## src/rtl/ucr_pkg.sv

```systemverilog
// Purpose: constants and types for the uart control block
// Assumes: apb byte addresses, one word per register
// Notes:   register fields hold only low bits of each word
package ucr_pkg;
    // register byte addresses
    localparam logic [7:0] ADDR_CTRL1  = 8'h00;
    localparam logic [7:0] ADDR_CTRL2  = 8'h04;
    localparam logic [7:0] ADDR_CTRL3  = 8'h08;
    localparam logic [7:0] ADDR_DATA   = 8'h0c;
    localparam logic [7:0] ADDR_STATUS = 8'h10;
    localparam logic [7:0] ADDR_BAUD   = 8'h14;
    // control one and control three field positions
    localparam int         POS_GLOB    = 7;
    localparam int         POS_DLS     = 6;
    localparam int         POS_RX9     = 1;
    localparam int         POS_TX9     = 0;
    localparam int         POS_SWSEL   = 0;
    // reset values
    localparam logic [7:0]  CTRL2_RST  = 8'h00;
    localparam logic [15:0] BAUD_RST   = 16'h0010;
    // frame lengths
    localparam logic [3:0] BITS_8      = 4'h8;
    localparam logic [3:0] BITS_9      = 4'h9;

    // second control register, bit 7 first
    typedef struct packed {
        logic transmitter_enable;
        logic receiver_enable;
        logic stop_count_select;
        logic address_detect_enable;
        logic wake_enable;
        logic receive_irq_enable;
        logic tx_idle_irq_enable;
        logic tx_empty_irq_enable;
    } ucr_ctrl2_s;

    // serial engine states, gray along idle-start-data-stop
    typedef enum logic [1:0] {
        ST_IDLE  = 2'b00,
        ST_START = 2'b01,
        ST_DATA  = 2'b11,
        ST_STOP  = 2'b10
    } ucr_state_e;
endpackage

```

## src/rtl/ucr_uart.sv

```systemverilog
// Purpose: uart with enable, stop, address detect, wake and irq control
// Assumes: pins synchronous to pclk, apb zero wait state slave
// Notes:   uart_clk_off marks the uart clock switched off
// Summary of operation
// - transmitter enable low: transmitter off, frame aborted, buffer cleared, tx floats
// - tx pin driven only when transmitter and global enable both set
// - clearing transmitter enable mid frame aborts it and floats tx
// - receiver enable low: receiver off, reception aborted, buffer cleared, pin floats unless single wire transmitter drives it
// - receiver works and owns shared pin only with global enable set
// - clearing receiver enable mid frame aborts reception and floats pin, unless single wire transmitter then drives it
// - stop count select gives two stop bits, else one
// - with address detect, top bit one marks an address word
// - address word with receive irq enabled raises the irq
// - with address detect, data words are dropped without irq
// - pin wake works only while the uart clock is off
// - wake enabled, clock off: falling edge raises wake, irq if enabled
// - wake disabled: falling edges ignored while clock off
// - receive irq enable passes overrun and rx available to irq
// - tx idle irq enable passes tx idle flag to irq
// - tx empty irq enable passes tx empty flag to irq
// - data length select picks 8 or 9 bits with ninth-bit holders
// - clearing global enable ends frames, resets module, clears both enables, keeps other configuration
// - single wire with both enables: shared pin is receiver input only
`timescale 1ns/1ps
module ucr_uart import ucr_pkg::*; (
    input  wire logic        pclk,
    input  wire logic        presetn,
    input  wire logic        psel,
    input  wire logic        penable,
    input  wire logic        pwrite,
    input  wire logic [7:0]  paddr,
    input  wire logic [31:0] pwdata,
    output logic      [31:0] prdata,
    output logic             pready,
    output logic             pslverr,
    input  wire logic        uart_clk_off,
    input  wire logic        rxtx_in,
    output logic             rxtx_out,
    output logic             rxtx_oe,
    output logic             tx_out,
    output logic             tx_oe,
    output logic             wake_req,
    output logic             uart_irq
);
    ucr_ctrl2_s  ctrl_reg;
    logic        glob_reg, dls_reg, tx9_reg, swsel_reg;
    logic [15:0] baud_reg, tx_cnt_reg, rx_cnt_reg;
    logic [8:0]  txbuf_reg, txsh_reg, rxsh_reg, rxdat_reg;
    logic        txfull_reg, avail_reg, ovr_reg, rx_q_reg, rx_qq_reg;
    logic [3:0]  tx_bit_reg, rx_bit_reg;
    ucr_state_e  tx_st_reg, rx_st_reg;

    function automatic logic [8:0] frame_word(input logic dls, input logic [8:0] sh);
        frame_word = dls ? sh : {1'b0, sh[8:1]};
    endfunction

    // apb decode
    wire acc    = psel & penable & pready;
    wire wr     = acc & pwrite;
    wire rd     = acc & ~pwrite;
    wire hit    = paddr inside {ADDR_CTRL1, ADDR_CTRL2, ADDR_CTRL3, ADDR_DATA, ADDR_STATUS, ADDR_BAUD};
    wire wr_c1  = wr & (paddr == ADDR_CTRL1);
    wire wr_c2  = wr & (paddr == ADDR_CTRL2);
    wire wr_dat = wr & (paddr == ADDR_DATA);
    wire rd_dat = rd & (paddr == ADDR_DATA);
    wire rd_sts = rd & (paddr == ADDR_STATUS);

    // enables and pin ownership
    wire tx_on  = glob_reg & ctrl_reg.transmitter_enable;
    wire rx_on  = glob_reg & ctrl_reg.receiver_enable;
    wire tx_pin = tx_on & ~swsel_reg;
    wire sw_tx  = swsel_reg & tx_on & ~rx_on;
    wire [3:0] nbits = dls_reg ? BITS_9 : BITS_8;

    // status flags
    wire tx_empty = ~txfull_reg;
    wire tx_idle  = (tx_st_reg == ST_IDLE) & ~txfull_reg;

    // transmit timing
    wire tx_tick = (tx_cnt_reg == baud_reg - 16'h0001);
    wire tx_load = tx_on & (tx_st_reg == ST_IDLE) & txfull_reg;

    // receive timing and delivery
    wire rx_fall  = rx_qq_reg & ~rx_q_reg;
    wire rx_mid   = (rx_cnt_reg == {1'b0, baud_reg[15:1]});
    wire rx_full  = (rx_cnt_reg == baud_reg - 16'h0001);
    wire [8:0] rx_word = frame_word(dls_reg, rxsh_reg);
    wire addr_bit = dls_reg ? rx_word[8] : rx_word[7];
    wire rx_done  = (rx_st_reg == ST_STOP) & rx_full;
    wire deliver  = rx_done & (~ctrl_reg.address_detect_enable | addr_bit);
    wire fall_wk  = uart_clk_off & ctrl_reg.wake_enable & rx_fall;

    // interrupt sources
    wire irq_src = (ctrl_reg.receive_irq_enable & (avail_reg | ovr_reg | wake_req))
                 | (ctrl_reg.tx_idle_irq_enable & tx_idle)
                 | (ctrl_reg.tx_empty_irq_enable & tx_empty);

    // read mux
    wire [31:0] rdata =
        (paddr == ADDR_CTRL1)  ? {24'h0, glob_reg, dls_reg, 4'h0, rxdat_reg[8], 1'b0} :
        (paddr == ADDR_CTRL2)  ? {24'h0, ctrl_reg} :
        (paddr == ADDR_CTRL3)  ? {31'h0, swsel_reg} :
        (paddr == ADDR_DATA)   ? {24'h0, rxdat_reg[7:0]} :
        (paddr == ADDR_STATUS) ? {27'h0, wake_req, ovr_reg, avail_reg, tx_idle, tx_empty} :
        (paddr == ADDR_BAUD)   ? {16'h0, baud_reg} : 32'h0;

    // apb answer in first access cycle
    always_ff @(posedge pclk or negedge presetn) begin
        if (!presetn) begin
            pready  <= 1'b0;
            prdata  <= 32'h0;
            pslverr <= 1'b0;
        end else begin
            pready  <= psel & ~penable & ~pready;
            prdata  <= rdata;
            pslverr <= psel & ~penable & ~hit;
        end
    end

    // configuration registers
    always_ff @(posedge pclk or negedge presetn) begin
        if (!presetn) begin
            glob_reg <= 1'b0;
            dls_reg  <= 1'b0;
            tx9_reg  <= 1'b0;
            swsel_reg <= 1'b0;
            ctrl_reg <= CTRL2_RST;
            baud_reg <= BAUD_RST;
        end else begin
            if (wr_c1) begin
                glob_reg <= pwdata[POS_GLOB];
                dls_reg  <= pwdata[POS_DLS];
                tx9_reg  <= pwdata[POS_TX9];
            end
            if (wr_c2)
                ctrl_reg <= ucr_ctrl2_s'(pwdata[7:0]);
            if (wr & (paddr == ADDR_CTRL3))
                swsel_reg <= pwdata[POS_SWSEL];
            if (wr & (paddr == ADDR_BAUD))
                baud_reg <= pwdata[15:0];
            if (wr_c1 & ~pwdata[POS_GLOB]) begin
                ctrl_reg.transmitter_enable <= 1'b0;
                ctrl_reg.receiver_enable    <= 1'b0;
            end
        end
    end

    // transmitter: buffer, shifter and frame sequencer
    always_ff @(posedge pclk or negedge presetn) begin
        if (!presetn) begin
            txbuf_reg  <= 9'h0;
            txfull_reg <= 1'b0;
            txsh_reg   <= 9'h0;
            tx_cnt_reg <= 16'h0;
            tx_bit_reg <= 4'h0;
            tx_st_reg  <= ST_IDLE;
            tx_out     <= 1'b1;
        end else if (!tx_on) begin
            txfull_reg <= 1'b0;
            tx_cnt_reg <= 16'h0;
            tx_bit_reg <= 4'h0;
            tx_st_reg  <= ST_IDLE;
            tx_out     <= 1'b1;
        end else begin
            if (wr_dat & txfull_reg == 1'b0) begin
                txbuf_reg  <= {tx9_reg, pwdata[7:0]};
                txfull_reg <= 1'b1;
            end
            tx_cnt_reg <= (tx_st_reg == ST_IDLE || tx_tick) ? 16'h0 : tx_cnt_reg + 16'h0001;
            if (tx_load) begin
                txsh_reg   <= txbuf_reg;
                txfull_reg <= 1'b0;
                tx_st_reg  <= ST_START;
                tx_out     <= 1'b0;
            end else if (tx_tick) begin
                unique case (tx_st_reg)
                    ST_START: begin
                        tx_out     <= txsh_reg[0];
                        txsh_reg   <= {1'b0, txsh_reg[8:1]};
                        tx_bit_reg <= 4'h1;
                        tx_st_reg  <= ST_DATA;
                    end
                    ST_DATA: begin
                        if (tx_bit_reg == nbits) begin
                            tx_out     <= 1'b1;
                            tx_bit_reg <= 4'h0;
                            tx_st_reg  <= ST_STOP;
                        end else begin
                            tx_out     <= txsh_reg[0];
                            txsh_reg   <= {1'b0, txsh_reg[8:1]};
                            tx_bit_reg <= tx_bit_reg + 4'h1;
                        end
                    end
                    ST_STOP: begin
                        if (tx_bit_reg == {3'h0, ctrl_reg.stop_count_select})
                            tx_st_reg <= ST_IDLE;
                        tx_bit_reg <= tx_bit_reg + 4'h1;
                    end
                    ST_IDLE: tx_out <= 1'b1;
                endcase
            end
        end
    end

    // receiver: start detect, mid-bit sampling, delivery
    always_ff @(posedge pclk or negedge presetn) begin
        if (!presetn) begin
            rx_q_reg   <= 1'b1;
            rx_qq_reg  <= 1'b1;
            rxsh_reg   <= 9'h0;
            rxdat_reg  <= 9'h0;
            avail_reg  <= 1'b0;
            ovr_reg    <= 1'b0;
            rx_cnt_reg <= 16'h0;
            rx_bit_reg <= 4'h0;
            rx_st_reg  <= ST_IDLE;
        end else begin
            rx_q_reg  <= rxtx_in;
            rx_qq_reg <= rx_q_reg;
            if (!rx_on) begin
                avail_reg  <= 1'b0;
                ovr_reg    <= 1'b0;
                rx_cnt_reg <= 16'h0;
                rx_bit_reg <= 4'h0;
                rx_st_reg  <= ST_IDLE;
            end else begin
                // new word wins over a clearing read
                avail_reg  <= deliver | (avail_reg & ~rd_dat);
                ovr_reg    <= (deliver & avail_reg & ~rd_dat) | (ovr_reg & ~rd_sts);
                if (deliver)
                    rxdat_reg <= rx_word;
                rx_cnt_reg <= (rx_st_reg == ST_IDLE || (rx_st_reg == ST_START ? rx_mid : rx_full))
                              ? 16'h0 : rx_cnt_reg + 16'h0001;
                unique case (rx_st_reg)
                    ST_IDLE:
                        if (rx_fall & ~uart_clk_off)
                            rx_st_reg <= ST_START;
                    ST_START:
                        if (rx_mid) begin
                            rx_bit_reg <= 4'h0;
                            rx_st_reg  <= rx_q_reg ? ST_IDLE : ST_DATA;
                        end
                    ST_DATA:
                        if (rx_full) begin
                            rxsh_reg   <= {rx_q_reg, rxsh_reg[8:1]};
                            rx_bit_reg <= rx_bit_reg + 4'h1;
                            if (rx_bit_reg == nbits - 4'h1)
                                rx_st_reg <= ST_STOP;
                        end
                    ST_STOP:
                        if (rx_full)
                            rx_st_reg <= ST_IDLE;
                endcase
            end
        end
    end

    // pins, wake and interrupt outputs
    always_ff @(posedge pclk or negedge presetn) begin
        if (!presetn) begin
            tx_oe    <= 1'b0;
            rxtx_oe  <= 1'b0;
            rxtx_out <= 1'b1;
            wake_req <= 1'b0;
            uart_irq <= 1'b0;
        end else begin
            tx_oe    <= tx_pin;
            rxtx_oe  <= sw_tx;
            rxtx_out <= tx_out;
            wake_req <= uart_clk_off & (fall_wk | wake_req);
            uart_irq <= irq_src;
        end
    end

    // checks
    property p_tx_float;
        @(posedge pclk) disable iff (!presetn) !tx_on |=> !tx_oe;
    endproperty
    a_tx_float: assert property (p_tx_float) else $error("tx pin driven while disabled");

    property p_tx_drive;
        @(posedge pclk) disable iff (!presetn) tx_oe |-> $past(glob_reg) && $past(ctrl_reg.transmitter_enable);
    endproperty
    a_tx_drive: assert property (p_tx_drive) else $error("tx driven without both enables");

    property p_tx_abort;
        @(posedge pclk) disable iff (!presetn)
            tx_st_reg != ST_IDLE && !tx_on |=> tx_st_reg == ST_IDLE && !txfull_reg && tx_out;
    endproperty
    a_tx_abort: assert property (p_tx_abort) else $error("tx frame not aborted");

    property p_rx_abort;
        @(posedge pclk) disable iff (!presetn) !rx_on |=> rx_st_reg == ST_IDLE && !avail_reg && !ovr_reg;
    endproperty
    a_rx_abort: assert property (p_rx_abort) else $error("rx not reset when disabled");

    property p_two_stop;
        @(posedge pclk) disable iff (!presetn)
            tx_on && tx_st_reg == ST_STOP && tx_tick && tx_bit_reg == 4'h0 && ctrl_reg.stop_count_select
            |=> tx_st_reg == ST_STOP;
    endproperty
    a_two_stop: assert property (p_two_stop) else $error("second stop bit missing");

    property p_drop_data;
        @(posedge pclk) disable iff (!presetn)
            rx_on && rx_done && ctrl_reg.address_detect_enable && !addr_bit && !avail_reg |=> !avail_reg;
    endproperty
    a_drop_data: assert property (p_drop_data) else $error("data word kept under address detect");

    property p_wake;
        @(posedge pclk) disable iff (!presetn) fall_wk ##1 uart_clk_off |-> wake_req;
    endproperty
    a_wake: assert property (p_wake) else $error("wake not raised");

    property p_no_wake;
        @(posedge pclk) disable iff (!presetn) !uart_clk_off |=> !wake_req;
    endproperty
    a_no_wake: assert property (p_no_wake) else $error("wake while clock runs");

    property p_rx_irq;
        @(posedge pclk) disable iff (!presetn) ctrl_reg.receive_irq_enable && avail_reg |=> uart_irq;
    endproperty
    a_rx_irq: assert property (p_rx_irq) else $error("rx irq missing");

    property p_sw_rx;
        @(posedge pclk) disable iff (!presetn) swsel_reg && rx_on |=> !rxtx_oe && !tx_oe;
    endproperty
    a_sw_rx: assert property (p_sw_rx) else $error("shared pin driven in receive");

    c_frame: cover property (@(posedge pclk) disable iff (!presetn) tx_st_reg == ST_STOP ##1 tx_st_reg == ST_IDLE);
    c_addr:  cover property (@(posedge pclk) disable iff (!presetn) deliver && ctrl_reg.address_detect_enable);
    c_wake:  cover property (@(posedge pclk) disable iff (!presetn) $rose(wake_req));
endmodule

```

## config.mk

```make
export PLATFORM = sky130hd
export DESIGN_NAME = ucr_uart
export DESIGN_NICKNAME = d
export VERILOG_FILES = /design/src/rtl/ucr_pkg.sv /design/src/rtl/ucr_uart.sv
export SDC_FILE = /design/constraint.sdc
export NUM_CORES = 1
export LEC_CHECK = 0
export ABC_AREA = 1
export BUFFER_PORTS_ARGS = -buffer_cell sky130_fd_sc_hd__buf_2
export CAP_MARGIN = 20
export CORE_ASPECT_RATIO = 1.2
export CORE_MARGIN = 3
export CORE_UTILIZATION = 25
export DETAILED_ROUTE_END_ITERATION = 8
export PLACE_DENSITY_LB_ADDON = 0.05
export SLEW_MARGIN = 25
export SYNTH_ARGS = -nofsm -noshare
export SYNTH_HDL_FRONTEND = slang
export SYNTH_SLANG_ARGS = --single-unit
```

## constraint.sdc

```tcl
create_clock -name pclk -period 6.2 [get_ports pclk]
set_input_delay 0.93 -clock pclk [delete_from_list [all_inputs] [get_ports pclk]]
set_output_delay 0.93 -clock pclk [all_outputs]
set_load 0.03 [all_outputs]
```

**Yosys cells after proc, flatten, opt, wreduce, memory -nomap -nowiden**

Cells that the tools add are included.

- Word-level logic and storage cells: 206
- RAM bits: 0
- Memories kept: 0
- Register bits after elaboration: 137
- Bits in read-only memories: 0
- Bits in latches: 0

- Divide/modulo/power cells: 0
- Shift-type cells: 0
- $mul: 0
- $add $sub $neg: 6
- Eq/ne operators: 33
- Multiplexer cells: 53
- Reduce and logical (&&, ||, !) cells: 18
- Order comparisons: 0
- Bitwise operators: 59

Operator list:

| kind | number |
|---|---|
| 16-bit two-way mux | 10 |
| 1-bit bitwise AND | 38 |
| 9-bit two-way mux | 4 |
| 16-bit by 1-bit adder with 16-bit output, second input constant | 2 |
| 16-bit equality test | 2 |
| 4-bit two-way mux | 7 |
| 2-bit two-way mux | 13 |
| 9-bit one-hot mux with 2 select lines | 1 |
| 16-bit by 15-bit equality test with 1-bit output | 1 |
| 8-bit by 4-bit equality test with 1-bit output, second input constant | 2 |
| 8-bit by 5-bit equality test with 1-bit output, second input constant | 2 |
| 16-bit by 1-bit subtractor with 16-bit output, second input constant | 1 |
| 3-bit inequality test, second input constant | 5 |
| 1-bit NOT | 13 |
| 1-bit two-way mux | 12 |
| 4-bit one-hot mux with 3 select lines | 1 |
| 5-bit by 1-bit inequality test with 1-bit output, second input constant | 2 |
| 3-bit by 1-bit inequality test with 1-bit output, second input constant | 3 |
| 3-bit AND reduction | 3 |
| 4-bit by 1-bit adder with 4-bit output, second input constant | 2 |
| 2-bit equality test, second input constant | 4 |
| 4-bit equality test | 2 |
| 8-bit by 3-bit equality test with 1-bit output, second input constant | 1 |
| 8-bit logical NOT | 1 |
| other kinds (22) | 37 |

**Depth between registers and ports, before layout**

- Depth after elaboration: 8
- Gate-level depth with buffers: 18
- Gate-level depth less buffers: 18

**Worst setup path before layout**

No wires, ideal clock.

- Path type: input -> register
- From: in paddr[7]
- To: reg txbuf_reg[8]
- Stages on the path: 10
- Path slack: 3859 ps
- Required time: 6117 ps
- Data arrival time: 2259 ps
- Library setup time: 83 ps
- Path through: nor2_1 > inv_1 > nor3_2 > inv_1 > nor3_1 > inv_1 > nor2_4 > nand4_2 > clkbuf_1 > o21ai_0

- Cells in the longest elaborated chain, start to end: 4

RTL lines:

| element | line | text |
|---|---|---|
| start: declaration | ucr_uart.sv:31 | `input wire logic [7:0] paddr,` |
| 8-bit by 4-bit equality test with 1-bit output | ucr_uart.sv:64 | `wire wr_dat = wr & (paddr == ADDR_DATA);` |
| 1-bit bitwise AND | ucr_uart.sv:64 |  |
| 1-bit bitwise AND | ucr_uart.sv:165 | `if (wr_dat & txfull_reg == 1'b0) begin` |
| 2-bit AND reduction (no line) | n/a |  |
| end signal: assignment | ucr_uart.sv:166 | `txbuf_reg <= {tx9_reg, pwdata[7:0]};` |
| end: declaration | ucr_uart.sv:48 | `logic [8:0] txbuf_reg, txsh_reg, rxsh_reg, rxdat_reg;` |

No other way between the ends.
A chain may end at the register's enable or synchronous reset.

**Final worst setup path**

- From: reg baud_reg[1]
- To: reg rx_bit_reg[1]

- Cells in the longest elaborated chain, start to end: 4

RTL lines:

| element | line | text |
|---|---|---|
| start: declaration | ucr_uart.sv:47 | `logic [15:0] baud_reg, tx_cnt_reg, rx_cnt_reg;` |
| start signal: assignment | ucr_uart.sv:140 | `baud_reg <= pwdata[15:0];` |
| 16-bit by 1-bit subtractor with 16-bit output | ucr_uart.sv:86 | `wire rx_full = (rx_cnt_reg == baud_reg - 16'h0001);` |
| 16-bit equality test | ucr_uart.sv:86 |  |
| 3-bit inequality test (no line) | n/a |  |
| 3-bit AND reduction (no line) * | n/a |  |
| end signal: assignment | ucr_uart.sv:246 | `rx_bit_reg <= rx_bit_reg + 4'h1;` |
| end: declaration | ucr_uart.sv:50 | `logic [3:0] tx_bit_reg, rx_bit_reg;` |

Mark *: on every way between the ends. The rest lies on a longest branch, timed or not.

==> reports/metrics.cfg <==
[worst_setup_path]
worstSetupEndpointType=register
crit_required_ns=6.51
path_class=reg2reg
crit_arrival_ns=3.60
cp_max_fo=21
crit_path_start_kind=register

[run_status]
status=complete, no violations

[sta]
finalSetupTns_ns=0
period_minus_slack_ns=3.285
finalSetupViolations=0
min_period_over_period=0.5299
finalWorstSetupSlack_ns=2.915
finClkSkew_ns=0.01272
slew_viol_final=0
fmax_ghz=0.3044
slew_headroom=0.3666
holdWs_ns=0.3660
worst_slew_pin_slew_ns=0.9475
rsz0062_at_grt=no
hold_violations=0

[placement]
io_buffers=54
hpwl_mm=18.02
placed_area_um2=8546
gp_congestion=0.7873
place_ws_ns=2.806
dp_cells=1479

[synthesis]
async_reset_ff_frac=1.000
yosysTopAreaCell=dfrtp_1
netlist_top_cells_area=dfrtp_1, nand2_1, inv_1, nand3_1, nor2_1
syn_area_per_cell_um2=7.582
synth_edf_count=0
yosysSeqAreaShare=0.4339
synth_top_cell_area_share=0.4173
ys_warn_count=0
syn_area_um2=7915
synthesis.instances=1044
ys_types=48
synth-main-ff-cell=dfrtp_1
ys_ff_latch=137

[power]
p_int_mw=1.833
p_switching_mw=0.7507
power.density_nw_per_um2=280.3
ir_drop_uv=127.3
pwr-share-clk=0.454
leakagePower_nw=4.525
fin_total_pwr_mw=2.584
switching_share=0.2905
p_seq_frac=0.388
combPwrFrac=0.158

[routing]
routed_wirelength_mm=23.51
drc=0
drt_pass1_iterations=5
wl_per_cell_um=15.56
drt_iter0_drc=331
vias=6693
ant_nets=0
drt-vias-per-instance=4.430

[layout]
fin_area_um2=9218
final_cells=1511
final_util=0.2990
fill_cells=3404
nets=1158
insertedDiodeCount=0
syn_to_final_growth_pct=16.46
drive_gt1_frac=0.1480

[global_routing]
antenna_found_initial=0
grt_usage=0.1443
grt_max_degree=63
grt_pass1_vias=6938
grt_pass1_wl_mm=38.33
grt_overflow=0

[floorplanning]
die_w_um=168.4
rows=70
start_util=0.2567
die_area_um2=33840
io_pins=87
die_y_um=200.9
core_area_um2=30830

[cts]
cts_made_buffers=17
cts_tree=yes
cts_root_buffer=clkbuf_16
clockBufferDepth=2
ctsResizeCount=0
path_clk_slew_ns=0.06
cts_sinks=137
clock_latency_ns=0.43
h-tree-depth=4
post_cts_buffers=0
cts_hold_buf=0

[run]
maxCapViolations=0

[hold_path]
hold_class=reg2reg

[cell usage after synthesis, drive strengths merged, types with 3 or more instances]
| cell type | n |
|---|---|
| clkbuf | 10 |
| nand3 | 82 |
| nor4 | 3 |
| inv | 127 |
| nor3 | 33 |
| or2 | 4 |
| a31oi | 7 |
| o211ai | 3 |
| nor2 | 117 |
| buf | 24 |
| nand4 | 12 |
| ha | 9 |
| xor2 | 25 |
| o21ai | 74 |
| dfrtp | 132 |
| a21oi | 20 |
| nand2 | 326 |
| xnor2 | 8 |
| o221ai | 3 |
| dfstp | 5 |
[critical path, cell delays in order (launching register included)]
cell and delay (ns):
dfrtp_1 0.46, inv_1 0.14, ha_1 0.27, nand2_4 0.13
nor2_1 0.19, nand3_1 0.12, nand2_1 0.22, nand2_1 0.08
nand2_1 0.06, nand2_1 0.05, nor2_1 0.15, nand4_1 0.15
nand3_1 0.69, nand2_1 0.27, nand2_1 0.13, nand2_1 0.05
[metal layers]
metal  part of all wire  global-route usage
met3              0.023             0.02423
met1               0.46              0.1881
met4              0.023             0.04823
met2               0.49              0.2425
met5                  0                   0
[area by class of cell]
| class | instances | area (µm²) | area share |
|---|---|---|---|
| multi-input cells | 759 | 3825 | 0.4150 |
| repair buffers | 58 | 306.5 | 0.03326 |
| inverters | 129 | 484.2 | 0.05253 |
| flip-flops and latches | 137 | 3435 | 0.3726 |
| clock inverters | 10 | 187.7 | 0.02036 |
| well taps | 396 | 495.5 | 0.05375 |
| clock buffers | 22 | 484.2 | 0.05253 |
[logic make-up after synthesis]
group                    synth area share
flip-flops                         0.4339
other                           0.0004738
AO/OA/AOI/OAI                     0.09216
XOR/XNOR                          0.03747
adder cells (fa/ha/maj)           0.01423
buffers and inverters             0.09026
AND/OR/NAND/NOR                    0.3315
[path summary, 6_finish.rpt]
path                            depth (start not counted)        start  slack, ns        endpoint
max in group asynchronous                               2      presetn       4.60          pready
worst min register to register                          0     rx_q_reg       0.37       rx_qq_reg
worst min-delay path                                    0     rx_q_reg       0.37       rx_qq_reg
min in group asynchronous                               1      presetn       0.41  rx_cnt_reg[11]
worst max-delay path                                   15  baud_reg[1]       2.91   rx_bit_reg[1]
worst max register to register                         15  baud_reg[1]       2.91   rx_bit_reg[1]
[power by group through the flow]
stage	clock network [mW]	registers [mW]	logic, mW
6_report	1.17	1.00	0.408
5_1_grt	1.25	1.01	0.474
4_1_cts	1.21	1.00	0.418
3_5_place_dp	0	1.02	0.416
3_3_place_gp	0	1.02	0.417
2_1_floorplan	0	1.01	0.315
[cells in the final DEF, fill, tap and decap left out, types with 4 or more instances in the layout]
cell       netlist  layout
nand2_1        308     307
dfrtp_1        132     132
inv_1          125     125
nor2_1         101     101
nand3_1         77      77
buf_2            1      53
o21ai_0         50      50
nor3_1          30      30
xor2_1          24      24
a21oi_1         20      20
o21ai_2         19      19
clkbuf_16        0      17
conb_1           1      16
nand2_2         12      13
nand4_1         11      11
nor2_2           9       9
ha_1             9       9
xnor2_1          8       8
a31oi_1          7       7
nand2_4          6       6
o21ai_1          5       5
nor2_4           5       5
dfstp_2          5       5
bufinv_16        0       5
or2_2            4       4
clkbuf_8         0       4
buf_4           19       4
Note: power is estimated with default switching activity, not from simulation.
